==> config.mk <==
export PLATFORM = sky130hd
export DESIGN_NAME = switch_queue_partition
export DESIGN_NICKNAME = d
export VERILOG_FILES = /design/src/switch_queue_pkg.sv /design/src/partition_size_check.sv /design/src/sticky_irq.sv /design/src/switch_queue_partition.sv
export VERILOG_INCLUDE_DIRS = /design/src
export SDC_FILE = /design/constraint.sdc
export NUM_CORES = 1
export LEC_CHECK = 0
export ABC_AREA = 1
export BUFFER_PORTS_ARGS = -buffer_cell sky130_fd_sc_hd__clkbuf_2
export CAP_MARGIN = 10
export CORE_ASPECT_RATIO = 1.1
export CORE_MARGIN = 2
export CORE_UTILIZATION = 25
export CTS_CLUSTER_DIAMETER = 50
export CTS_CLUSTER_SIZE = 16
export DETAILED_ROUTE_END_ITERATION = 6
export PLACE_DENSITY = 0.41
export SYNTH_ARGS = -nofsm -noshare
export SYNTH_HDL_FRONTEND = slang
export SYNTH_SLANG_ARGS = --single-unit
==> constraint.sdc <==
create_clock -name REF_CLK -period 12.8 [get_ports REF_CLK]
set_input_delay 0.64 -clock REF_CLK [delete_from_list [all_inputs] [get_ports REF_CLK]]
set_output_delay 0.64 -clock REF_CLK [all_outputs]
set_load 0.03 [all_outputs]
==> src/switch_queue_map.svh <==
// Register offsets, field positions and reset values of the queue partition block
`ifndef SWITCH_QUEUE_MAP_SVH
`define SWITCH_QUEUE_MAP_SVH

// ----------------------------------------------------------------
// Register indexes (byte address is four times the index)
// ----------------------------------------------------------------
`define IDX_PARTITION_SIZES 7'h3E
`define IDX_TX_FRAME_COUNT  7'h3F
`define IDX_HALFWORD_LEVEL  7'h40
`define IDX_OVERFLOW_DROPS  7'h41
`define IDX_ECC_LOCATION    7'h42
`define IDX_QUEUE_CONTROL   7'h4A
`define IDX_IRQ_STATUS      7'h4B
`define IDX_IRQ_MASK        7'h4C

// ----------------------------------------------------------------
// Field layout
// ----------------------------------------------------------------
`define SIZE_RESET          32'h02222222
`define SIZE_USED_MASK      32'h0FFFFFFF
`define SIZE_FIELD_COUNT    7
`define SIZE_CODE_MAX       4'h8
`define HALFWORDS_PER_STEP  14'h0400
`define TOTAL_STEPS_MAX     7'h0E
`define FRAME_COUNT_W       9
`define LEVEL_W             14
`define ECC_LOCATION_W      14
`define CTRL_CLEAR_BIT      0
`define IRQ_DROP_BIT        0
`define IRQ_REJECT_BIT      1
`define IRQ_COUNT           2

`endif

==> src/switch_queue_pkg.sv <==
// Types shared by the queue partition block
package switch_queue_pkg;

	typedef enum logic [1:0] {
		HTX_IDLE  = 2'b00,
		HTX_STORE = 2'b01,
		HTX_DROP  = 2'b11
	} htx_state_e;

	typedef logic [3:0]  size_code_t;
	typedef logic [13:0] halfword_level_t;

endpackage

==> src/partition_size_check.sv <==
// Decode and sanity check of a candidate queue partition size word
`timescale 1ns/1ps
`include "switch_queue_map.svh"

module partition_size_check (
	input  wire logic [31:0] size_word,
	output logic             size_ok,
	output logic [13:0]      host_capacity
);

	logic [6:0] total_steps;
	logic       codes_ok;

	always_comb begin
		total_steps = 7'h00;
		codes_ok    = 1'b1;
		for (int i = 0; i < `SIZE_FIELD_COUNT; i++) begin
			if (size_word[i*4 +: 4] > `SIZE_CODE_MAX) begin
				codes_ok = 1'b0;
			end
			total_steps = 7'(total_steps + {3'h0, size_word[i*4 +: 4]});
		end
		// Combined capacity above the shared buffer would overrun neighbours
		size_ok       = codes_ok && (total_steps <= `TOTAL_STEPS_MAX);
		// Host queue in 2 kB steps, 1024 half words each
		host_capacity = 14'(size_word[3:0] * `HALFWORDS_PER_STEP);
	end

endmodule

==> src/sticky_irq.sv <==
// Sticky event status with mask and one level interrupt
`timescale 1ns/1ps

module sticky_irq #(
	parameter int N = 2
) (
	input  wire logic         clk,
	input  wire logic         rst_n,
	input  wire logic [N-1:0] event_set,
	input  wire logic [N-1:0] clear_ones,
	input  wire logic [N-1:0] mask_next,
	input  wire logic         mask_load,
	output logic [N-1:0]      status,
	output logic [N-1:0]      mask,
	output logic              irq
);

	logic [N-1:0] status_r;
	logic [N-1:0] status_nxt;
	logic [N-1:0] mask_r;
	logic [N-1:0] mask_nxt;
	logic         irq_r;
	logic         irq_nxt;

	always_comb begin
		// A new event beats a clear in the same cycle
		status_nxt = (status_r & ~clear_ones) | event_set;
		mask_nxt   = mask_load ? mask_next : mask_r;
		irq_nxt    = |(status_nxt & mask_nxt);
	end

	always_ff @(posedge clk or negedge rst_n) begin
		if (!rst_n) begin
			status_r <= '0;
			mask_r   <= '0;
			irq_r    <= 1'b0;
		end else begin
			status_r <= status_nxt;
			mask_r   <= mask_nxt;
			irq_r    <= irq_nxt;
		end
	end

	assign status = status_r;
	assign mask   = mask_r;
	assign irq    = irq_r;

endmodule

==> src/switch_queue_partition.sv <==
// Queue partition register, host transmit queue status counters and Wishbone slave
//
// Overview of operation
// - Queue clear must precede a size write; size writes are ignored until cleared.
// - Each 4-bit size code counts 2 kB steps, 0000 none to 1000 16 kB; p1-to-p2 in 27:24.
// - Port 2 to port 1 transmit queue size comes from bits 23:20.
// - Port 2 high receive queue from bits 19:16, low receive queue from 15:12.
// - Port 1 high receive queue from bits 11:8, low receive queue from 7:4.
// - Host transmit queue size comes from bits 3:0.
// - Size register resets to 4 kB codes everywhere; bits 31:28 read zero.
// - Read-only 9-bit count of frames held in the transmit queue, reset zero.
// - Read-only 14-bit count of valid half words in host transmit queue, reset zero.
// - Read-only 32-bit count of host frames dropped on overflow, reset zero.
`timescale 1ns/1ps
`include "switch_queue_map.svh"

module switch_queue_partition #(
	parameter int LEVEL_W       = `LEVEL_W,
	parameter int FRAME_COUNT_W = `FRAME_COUNT_W
) (
	input  wire logic        REF_CLK,
	input  wire logic        RST_N,
	input  wire logic        CYC_I,
	input  wire logic        STB_I,
	input  wire logic        WE_I,
	input  wire logic [8:2]  ADR_I,
	input  wire logic [3:0]  SEL_I,
	input  wire logic [31:0] DAT_I,
	output logic      [31:0] DAT_O,
	output logic             ACK_O,
	output logic             IRQ,
	input  wire logic        HTX_WR_VALID,
	input  wire logic        HTX_WR_LAST,
	input  wire logic        HTX_RD_VALID,
	input  wire logic        HTX_RD_LAST,
	input  wire logic [13:0] ECC_ERR_LOCATION,
	output logic             HTX_FULL,
	output logic             QUEUE_CLEAR,
	output logic [3:0]       P1_TO_P2_TX_QUEUE_SIZE,
	output logic [3:0]       P2_TO_P1_TX_QUEUE_SIZE,
	output logic [3:0]       PORT2_RX_HIGH_QUEUE_SIZE,
	output logic [3:0]       PORT2_RX_LOW_QUEUE_SIZE,
	output logic [3:0]       PORT1_RX_HIGH_QUEUE_SIZE,
	output logic [3:0]       PORT1_RX_LOW_QUEUE_SIZE,
	output logic [3:0]       HOST_TX_QUEUE_SIZE
);

	// ----------------------------------------------------------------
	// Parameter checks
	// ----------------------------------------------------------------
	if (LEVEL_W != `LEVEL_W) begin : g_bad_level
		$error("level width must match the 14-bit status field");
	end
	if (FRAME_COUNT_W != `FRAME_COUNT_W) begin : g_bad_count
		$error("frame count width must match the 9-bit status field");
	end

	// ----------------------------------------------------------------
	// Helpers
	// ----------------------------------------------------------------
	function automatic logic [31:0] merge_bytes(input logic [31:0] old_v, input logic [31:0] new_v,
		input logic [3:0] sel);
		logic [31:0] res;
		res = old_v;
		for (int b = 0; b < 4; b++) begin
			if (sel[b]) begin
				res[b*8 +: 8] = new_v[b*8 +: 8];
			end
		end
		return res;
	endfunction

	// ----------------------------------------------------------------
	// Reset release
	// ----------------------------------------------------------------
	logic rst_meta_r;
	logic rst_sync_r;

	always_ff @(posedge REF_CLK or negedge RST_N) begin
		if (!RST_N) begin
			rst_meta_r <= 1'b0;
			rst_sync_r <= 1'b0;
		end else begin
			rst_meta_r <= 1'b1;
			rst_sync_r <= rst_meta_r;
		end
	end

	// ----------------------------------------------------------------
	// Bus decode
	// ----------------------------------------------------------------
	logic        ack_r;
	logic        ack_nxt;
	logic [31:0] rdata_r;
	logic [31:0] rdata_nxt;
	logic        bus_take;
	logic        wr_take;

	// Accesses take effect on the edge that raises ack, never twice
	assign bus_take = CYC_I && STB_I && !ack_r;
	assign wr_take  = bus_take && WE_I;

	// ----------------------------------------------------------------
	// Partition sizes and queue clear
	// ----------------------------------------------------------------
	logic [31:0] size_r;
	logic [31:0] size_nxt;
	logic [31:0] size_candidate;
	logic        size_ok;
	logic [13:0] cand_capacity;
	logic [13:0] host_cap_r;
	logic [13:0] host_cap_nxt;
	logic        armed_r;
	logic        armed_nxt;
	logic        clear_r;
	logic        clear_nxt;
	logic        size_wr;
	logic        reject_evt;

	assign size_candidate = merge_bytes(size_r, DAT_I, SEL_I) & `SIZE_USED_MASK;
	assign size_wr        = wr_take && (ADR_I == `IDX_PARTITION_SIZES);

	partition_size_check u_check (
		.size_word     (size_candidate),
		.size_ok       (size_ok),
		.host_capacity (cand_capacity)
	);

	always_comb begin
		size_nxt     = size_r;
		host_cap_nxt = host_cap_r;
		armed_nxt    = armed_r;
		clear_nxt    = 1'b0;
		reject_evt   = 1'b0;
		if (wr_take && (ADR_I == `IDX_QUEUE_CONTROL) && SEL_I[0] && DAT_I[`CTRL_CLEAR_BIT]) begin
			clear_nxt = 1'b1;
			armed_nxt = 1'b1;
		end else if (HTX_WR_VALID) begin
			// Traffic resumed: resizing now would corrupt live queues
			armed_nxt = 1'b0;
		end
		if (size_wr) begin
			if (armed_r && size_ok) begin
				size_nxt     = size_candidate;
				host_cap_nxt = cand_capacity;
			end else begin
				reject_evt = 1'b1;
			end
		end
	end

	always_ff @(posedge REF_CLK or negedge rst_sync_r) begin
		if (!rst_sync_r) begin
			size_r     <= `SIZE_RESET;
			host_cap_r <= 14'h0800;
			armed_r    <= 1'b0;
			clear_r    <= 1'b0;
		end else begin
			size_r     <= size_nxt;
			host_cap_r <= host_cap_nxt;
			armed_r    <= armed_nxt;
			clear_r    <= clear_nxt;
		end
	end

	// ----------------------------------------------------------------
	// Host transmit queue tracking
	// ----------------------------------------------------------------
	switch_queue_pkg::htx_state_e state_r;
	switch_queue_pkg::htx_state_e state_nxt;
	logic [13:0] level_r;
	logic [13:0] level_nxt;
	logic [13:0] frame_words_r;
	logic [13:0] frame_words_nxt;
	logic [8:0]  frames_r;
	logic [8:0]  frames_nxt;
	logic [31:0] drops_r;
	logic [31:0] drops_nxt;
	logic        full_r;
	logic        full_nxt;
	logic        drop_evt;
	logic        wr_acc;
	logic        wr_over;
	logic        rd_acc;
	logic        commit;
	logic        unframe;
	logic [13:0] rollback;

	always_comb begin
		state_nxt       = state_r;
		frame_words_nxt = frame_words_r;
		drops_nxt       = drops_r;
		drop_evt        = 1'b0;
		wr_acc          = 1'b0;
		wr_over         = 1'b0;
		commit          = 1'b0;
		rollback        = 14'h0000;
		rd_acc          = HTX_RD_VALID && (level_r != 14'h0000);
		unframe         = rd_acc && HTX_RD_LAST && (frames_r != 9'h000);
		if (HTX_WR_VALID) begin
			unique case (state_r)
				switch_queue_pkg::HTX_IDLE,
				switch_queue_pkg::HTX_STORE: begin
					if (level_r >= host_cap_r) begin
						// Overflow: discard the partial frame already stored
						wr_over         = 1'b1;
						rollback        = frame_words_r;
						frame_words_nxt = 14'h0000;
						state_nxt       = switch_queue_pkg::HTX_DROP;
					end else begin
						wr_acc          = 1'b1;
						frame_words_nxt = 14'(frame_words_r + 14'h0001);
						state_nxt       = switch_queue_pkg::HTX_STORE;
					end
				end
				switch_queue_pkg::HTX_DROP: begin
					wr_over = 1'b1;
				end
				default: begin
					state_nxt = switch_queue_pkg::HTX_IDLE;
				end
			endcase
			if (HTX_WR_LAST) begin
				frame_words_nxt = 14'h0000;
				state_nxt       = switch_queue_pkg::HTX_IDLE;
				if (wr_over) begin
					drops_nxt = 32'(drops_r + 32'h00000001);
					drop_evt  = 1'b1;
				end else begin
					commit = 1'b1;
				end
			end
		end
		// Counters move in the same cycle as the word itself
		level_nxt  = 14'(level_r + {13'h0000, wr_acc} - {13'h0000, rd_acc} - rollback);
		frames_nxt = 9'(frames_r + {8'h00, commit} - {8'h00, unframe});
		if (clear_r) begin
			state_nxt       = switch_queue_pkg::HTX_IDLE;
			frame_words_nxt = 14'h0000;
			level_nxt       = 14'h0000;
			frames_nxt      = 9'h000;
		end
		full_nxt = (level_nxt >= host_cap_r);
	end

	always_ff @(posedge REF_CLK or negedge rst_sync_r) begin
		if (!rst_sync_r) begin
			state_r       <= switch_queue_pkg::HTX_IDLE;
			level_r       <= 14'h0000;
			frame_words_r <= 14'h0000;
			frames_r      <= 9'h000;
			drops_r       <= 32'h00000000;
			full_r        <= 1'b0;
		end else begin
			state_r       <= state_nxt;
			level_r       <= level_nxt;
			frame_words_r <= frame_words_nxt;
			frames_r      <= frames_nxt;
			drops_r       <= drops_nxt;
			full_r        <= full_nxt;
		end
	end

	// ----------------------------------------------------------------
	// Interrupts
	// ----------------------------------------------------------------
	logic [1:0]  irq_status;
	logic [1:0]  irq_mask;
	logic [1:0]  irq_clear;
	logic [1:0]  irq_set;
	logic [31:0] mask_word;
	logic        irq_w;

	assign irq_set   = {reject_evt, drop_evt};
	assign irq_clear = (wr_take && (ADR_I == `IDX_IRQ_STATUS) && SEL_I[0]) ? DAT_I[1:0] : 2'h0;
	assign mask_word = merge_bytes({30'h0, irq_mask}, DAT_I, SEL_I);

	sticky_irq #(
		.N (`IRQ_COUNT)
	) u_irq (
		.clk        (REF_CLK),
		.rst_n      (rst_sync_r),
		.event_set  (irq_set),
		.clear_ones (irq_clear),
		.mask_next  (mask_word[1:0]),
		.mask_load  (wr_take && (ADR_I == `IDX_IRQ_MASK)),
		.status     (irq_status),
		.mask       (irq_mask),
		.irq        (irq_w)
	);

	// ----------------------------------------------------------------
	// Read path and answer
	// ----------------------------------------------------------------
	logic [13:0] ecc_loc_r;

	always_ff @(posedge REF_CLK or negedge rst_sync_r) begin
		if (!rst_sync_r) begin
			ecc_loc_r <= 14'h0000;
		end else begin
			ecc_loc_r <= ECC_ERR_LOCATION;
		end
	end

	always_comb begin
		ack_nxt   = bus_take;
		rdata_nxt = 32'h00000000;
		if (bus_take && !WE_I) begin
			unique case (ADR_I)
				`IDX_PARTITION_SIZES: rdata_nxt = size_r;
				`IDX_TX_FRAME_COUNT:  rdata_nxt = {23'h000000, frames_r};
				`IDX_HALFWORD_LEVEL:  rdata_nxt = {18'h00000, level_r};
				`IDX_OVERFLOW_DROPS:  rdata_nxt = drops_r;
				`IDX_ECC_LOCATION:    rdata_nxt = {18'h00000, ecc_loc_r};
				`IDX_QUEUE_CONTROL:   rdata_nxt = {31'h00000000, armed_r};
				`IDX_IRQ_STATUS:      rdata_nxt = {30'h00000000, irq_status};
				`IDX_IRQ_MASK:        rdata_nxt = {30'h00000000, irq_mask};
				default:              rdata_nxt = 32'h00000000;
			endcase
		end
	end

	always_ff @(posedge REF_CLK or negedge rst_sync_r) begin
		if (!rst_sync_r) begin
			ack_r   <= 1'b0;
			rdata_r <= 32'h00000000;
		end else begin
			ack_r   <= ack_nxt;
			rdata_r <= rdata_nxt;
		end
	end

	// ----------------------------------------------------------------
	// Outputs
	// ----------------------------------------------------------------
	assign ACK_O                    = ack_r;
	assign DAT_O                    = rdata_r;
	assign IRQ                      = irq_w;
	assign HTX_FULL                 = full_r;
	assign QUEUE_CLEAR              = clear_r;
	assign P1_TO_P2_TX_QUEUE_SIZE   = size_r[27:24];
	assign P2_TO_P1_TX_QUEUE_SIZE   = size_r[23:20];
	assign PORT2_RX_HIGH_QUEUE_SIZE = size_r[19:16];
	assign PORT2_RX_LOW_QUEUE_SIZE  = size_r[15:12];
	assign PORT1_RX_HIGH_QUEUE_SIZE = size_r[11:8];
	assign PORT1_RX_LOW_QUEUE_SIZE  = size_r[7:4];
	assign HOST_TX_QUEUE_SIZE       = size_r[3:0];

endmodule

==> results.md <==
* Synth top area cells: dfrtp_1, nand2_1, inv_1
* Pwr/cell area at 167.0 nW/um^2
* Worst-path fanout max at 36
* Hold Crit Class: input pin to register
* HPWL after DPL at 25.83 mm
* Commonest non-fill, non-tap cell in the layout: nand2_1
* Worst r2r dst: size_r[6]
* DP Cell Count at 1,986
* Start point of the critical path: SEL_I[0]
* Vias in the first global route at about 9,000
* Fmax achieved at 0.1791 GHz
* Final min period at 5585 ps
* Synth warn at 0
* Largest net degree at the start of global routing at 59
* CTS H-Tree Depth at 4
* Bufs and invs on worst path at 7
* 1st-iter DRT viols at 429
* Antenna viol nets, final at 0
* Max_slew headroom at 0.3006
* # IOs at 130
* Max incr delay on CP at about 540 ps
* Crit path depth at 26
* DIE WIDTH at 197.2 um
* Area share of the largest cell type after synthesis at 0.3633
* Core ar. at 40,370 um^2
* Layout fillers at roughly 4,500
* Worst-skew pair later-pin latency at between 400 and 500 ps
* Reg2reg start: host_cap_r[10]
* Total grt overflow at 0
* Antenna violations before repair at 4
* Initial Util at 0.2543
* Number of buffers created by CTS at 17
* DR top layer: met4
* Die boundary height at roughly 220 um
* Mean post-synth cell area at 7.475 um^2
* Post-Synthesis Cells at approximately 1,400
* CP max-delay cell: fa_1
* Synth cell types at 41
* Delay-heaviest family, CP: adder cells
* Clock transition at path regs at 70 ps
* Syn Std Cell Area at 10,260 um^2
* Arr. time, crit path at 5910 ps
* Hold path startpoint: ECC_ERR_LOCATION[6]
* RSZ-0062 raised after global routing: false
* Post-CTS sizing at 0
* CTS tree: built
* DRC Markers at 0
* Endpoints failing setup at 0
* Setup TNS at 0 ps
* Drt pass-1 iters at 5
* Final-stage net count at 1,646
* LEAKAGE at 6.054 nW
* Seq/Total Area, Yosys at 0.3812
* Setup crit end kind: register
* WP data required at 13,120 ps
* Peak supply drop at 0.1004 mV
* Clock Sinks at 156
* Total Routing Usage GR at 0.1589
* M1 wire length at 15.36 mm
* Die area at between 40,000 and 50,000 um^2
* Max cap viols at 0
* Share of cells above drive strength 1 at 0.1368
* R2R setup slack at 7220 ps
* Hold-fix buffers, CTS at 1
* Most frequent CP cell: nand2_1
* Type of origin of the critical path: input pin
* Syn Nets at 1,526
* Area leader, netlist: dfrtp_1
* Routed vias at 8,762
* Placer Congestion at 0.8272
* Layout Utilization at 0.2974
* Metal2 WL at 15.54 mm
* Metal3 WL at 1.236 mm
* Final wirelength at 32.65 mm
* Final worst setup slack at 7215 ps
* Slew @ Worst Pin at 1046 ps
* FF-to-FF path depth at 25
* Final Max Slew Viols at 0
* Final cell count without fillers at 2,021
* Setup Fix Bufs, Post-CTS at 0
* Global-route wire length before repair at 51.20 mm
* Port-buffer cells at 125
* Clk_skew at about 11 ps
* End of the critical path: size_r[6]
* Setup Crit Path Kind: input pin to register
* Tcrit/Tclk final at 0.4363
* Maximum clock path buffer count at 2
* Commonest non-fill, non-tap cells in the layout: nand2_1, inv_1, dfrtp_1
* Root buf cell: clkbuf_16
* Yosys reg bits at around 160
* Via density at 4.335
* Synthesis-to-layout area growth at 16.97%
* Final hold violation count at 0
* Row cnt at 77
* Outcome: completed
* Dpl ws at 6714 ps
* Wirelength per Cell at 16.15 um
==> flip-flops by register name, indices dropped and copies added (netlist names) <==
register,cells
QUEUE_CLEAR,1
rst_meta_r,1
u_irq.status,2
drops_r,32
frame_words_r,14
frames_r,9
ecc_loc_r,14
u_irq.irq,1
host_cap_r,3
level_r,14
state_r,2
u_irq.mask,2
size_r,25
armed_r,1
HTX_FULL,1
ACK_O,1
rst_sync_r,1
DAT_O,32
==> worst min-delay path by stage <==
| stage | to | cells after the start | slack, ps |
|---|---|---|---|
| 2_1_floorplan | rst_sync_r | 0 | 330 |
| 3_3_place_gp | rst_sync_r | 0 | 340 |
| 3_5_place_dp | rst_sync_r | 0 | 340 |
| 4_1_cts | ecc_loc_r[9] | 1 | 260 |
| 5_1_grt | ecc_loc_r[9] | 1 | 270 |
| 6_report | ecc_loc_r[6] | 1 | 290 |
==> report_power, final <==
part	switching, mW	internal [mW]	leakage, nW
clock network	0.246	0.281	0.287
logic	0.576	0.310	3.73
registers	0.0378	0.554	2.04
==> cell families (layout without fill, tap and decap cells) <==
logic type | after synthesis | count (layout) | synth area share
AOI/OAI and AO/OA | 151 | 151 | 0.08789
xor gates and xnor gates | 41 | 41 | 0.03499
adders and majority gates | 87 | 87 | 0.1214
buffers and inverters | 299 | 432 | 0.1157
DFF | 156 | 156 | 0.3812
other | 1 | 3 | 0.0003654
and+or+nand+nor | 638 | 638 | 0.2584
==> cell usage after synthesis (all sizes together) <==
master	instances
a221oi	2
o21a	1
o22ai	17
o21ai	84
a31oi	1
xnor2	6
a211oi	7
o211a	1
o21bai	2
nor4	1
a21oi	32
nand3b	4
clkbuf	11
clkinv	1
a21boi	2
fa	21
nor2	126
dfstp	7
xor2	35
nor3	54
nand4	20
o221ai	1
ha	66
dfrtp	149
nand3	50
nor3b	4
buf	18
nand2	379
o31ai	1
inv	269
conb	1
==> layout make-up <==
class                           count  area [um^2]  share of cell area
Inverter                          270         1013             0.08442
Clock inverter                     14        148.9             0.01240
Multi-Input combinational cell    918         5175              0.4311
Timing Repair Buffer              130        665.6             0.05545
Tap cell                          513        641.9             0.05347
Clock buffer                       18        439.2             0.03658
Antenna cell                        2        5.005           0.0004169
Sequential cell                   156         3916              0.3262
==> through the flow <==
step	area (um^2)	hold WS, ps	total power, mW
CTS	12000	262.3	2.034
global placement	11400	341.9	1.488
floorplan	10260	331.2	1.262
finish	12010	292.2	2.005
detailed placement	11400	338.0	1.491
global route	12000	267.6	2.205
==> per-layer routing <==
layer  up-vias  GRT usage
met1      4071     0.2079
li1       4517          -
met5         -          0
met2       152     0.2662
met3        22    0.03112
met4         0    0.04336
Note: power is estimated with default switching activity, not from simulation.
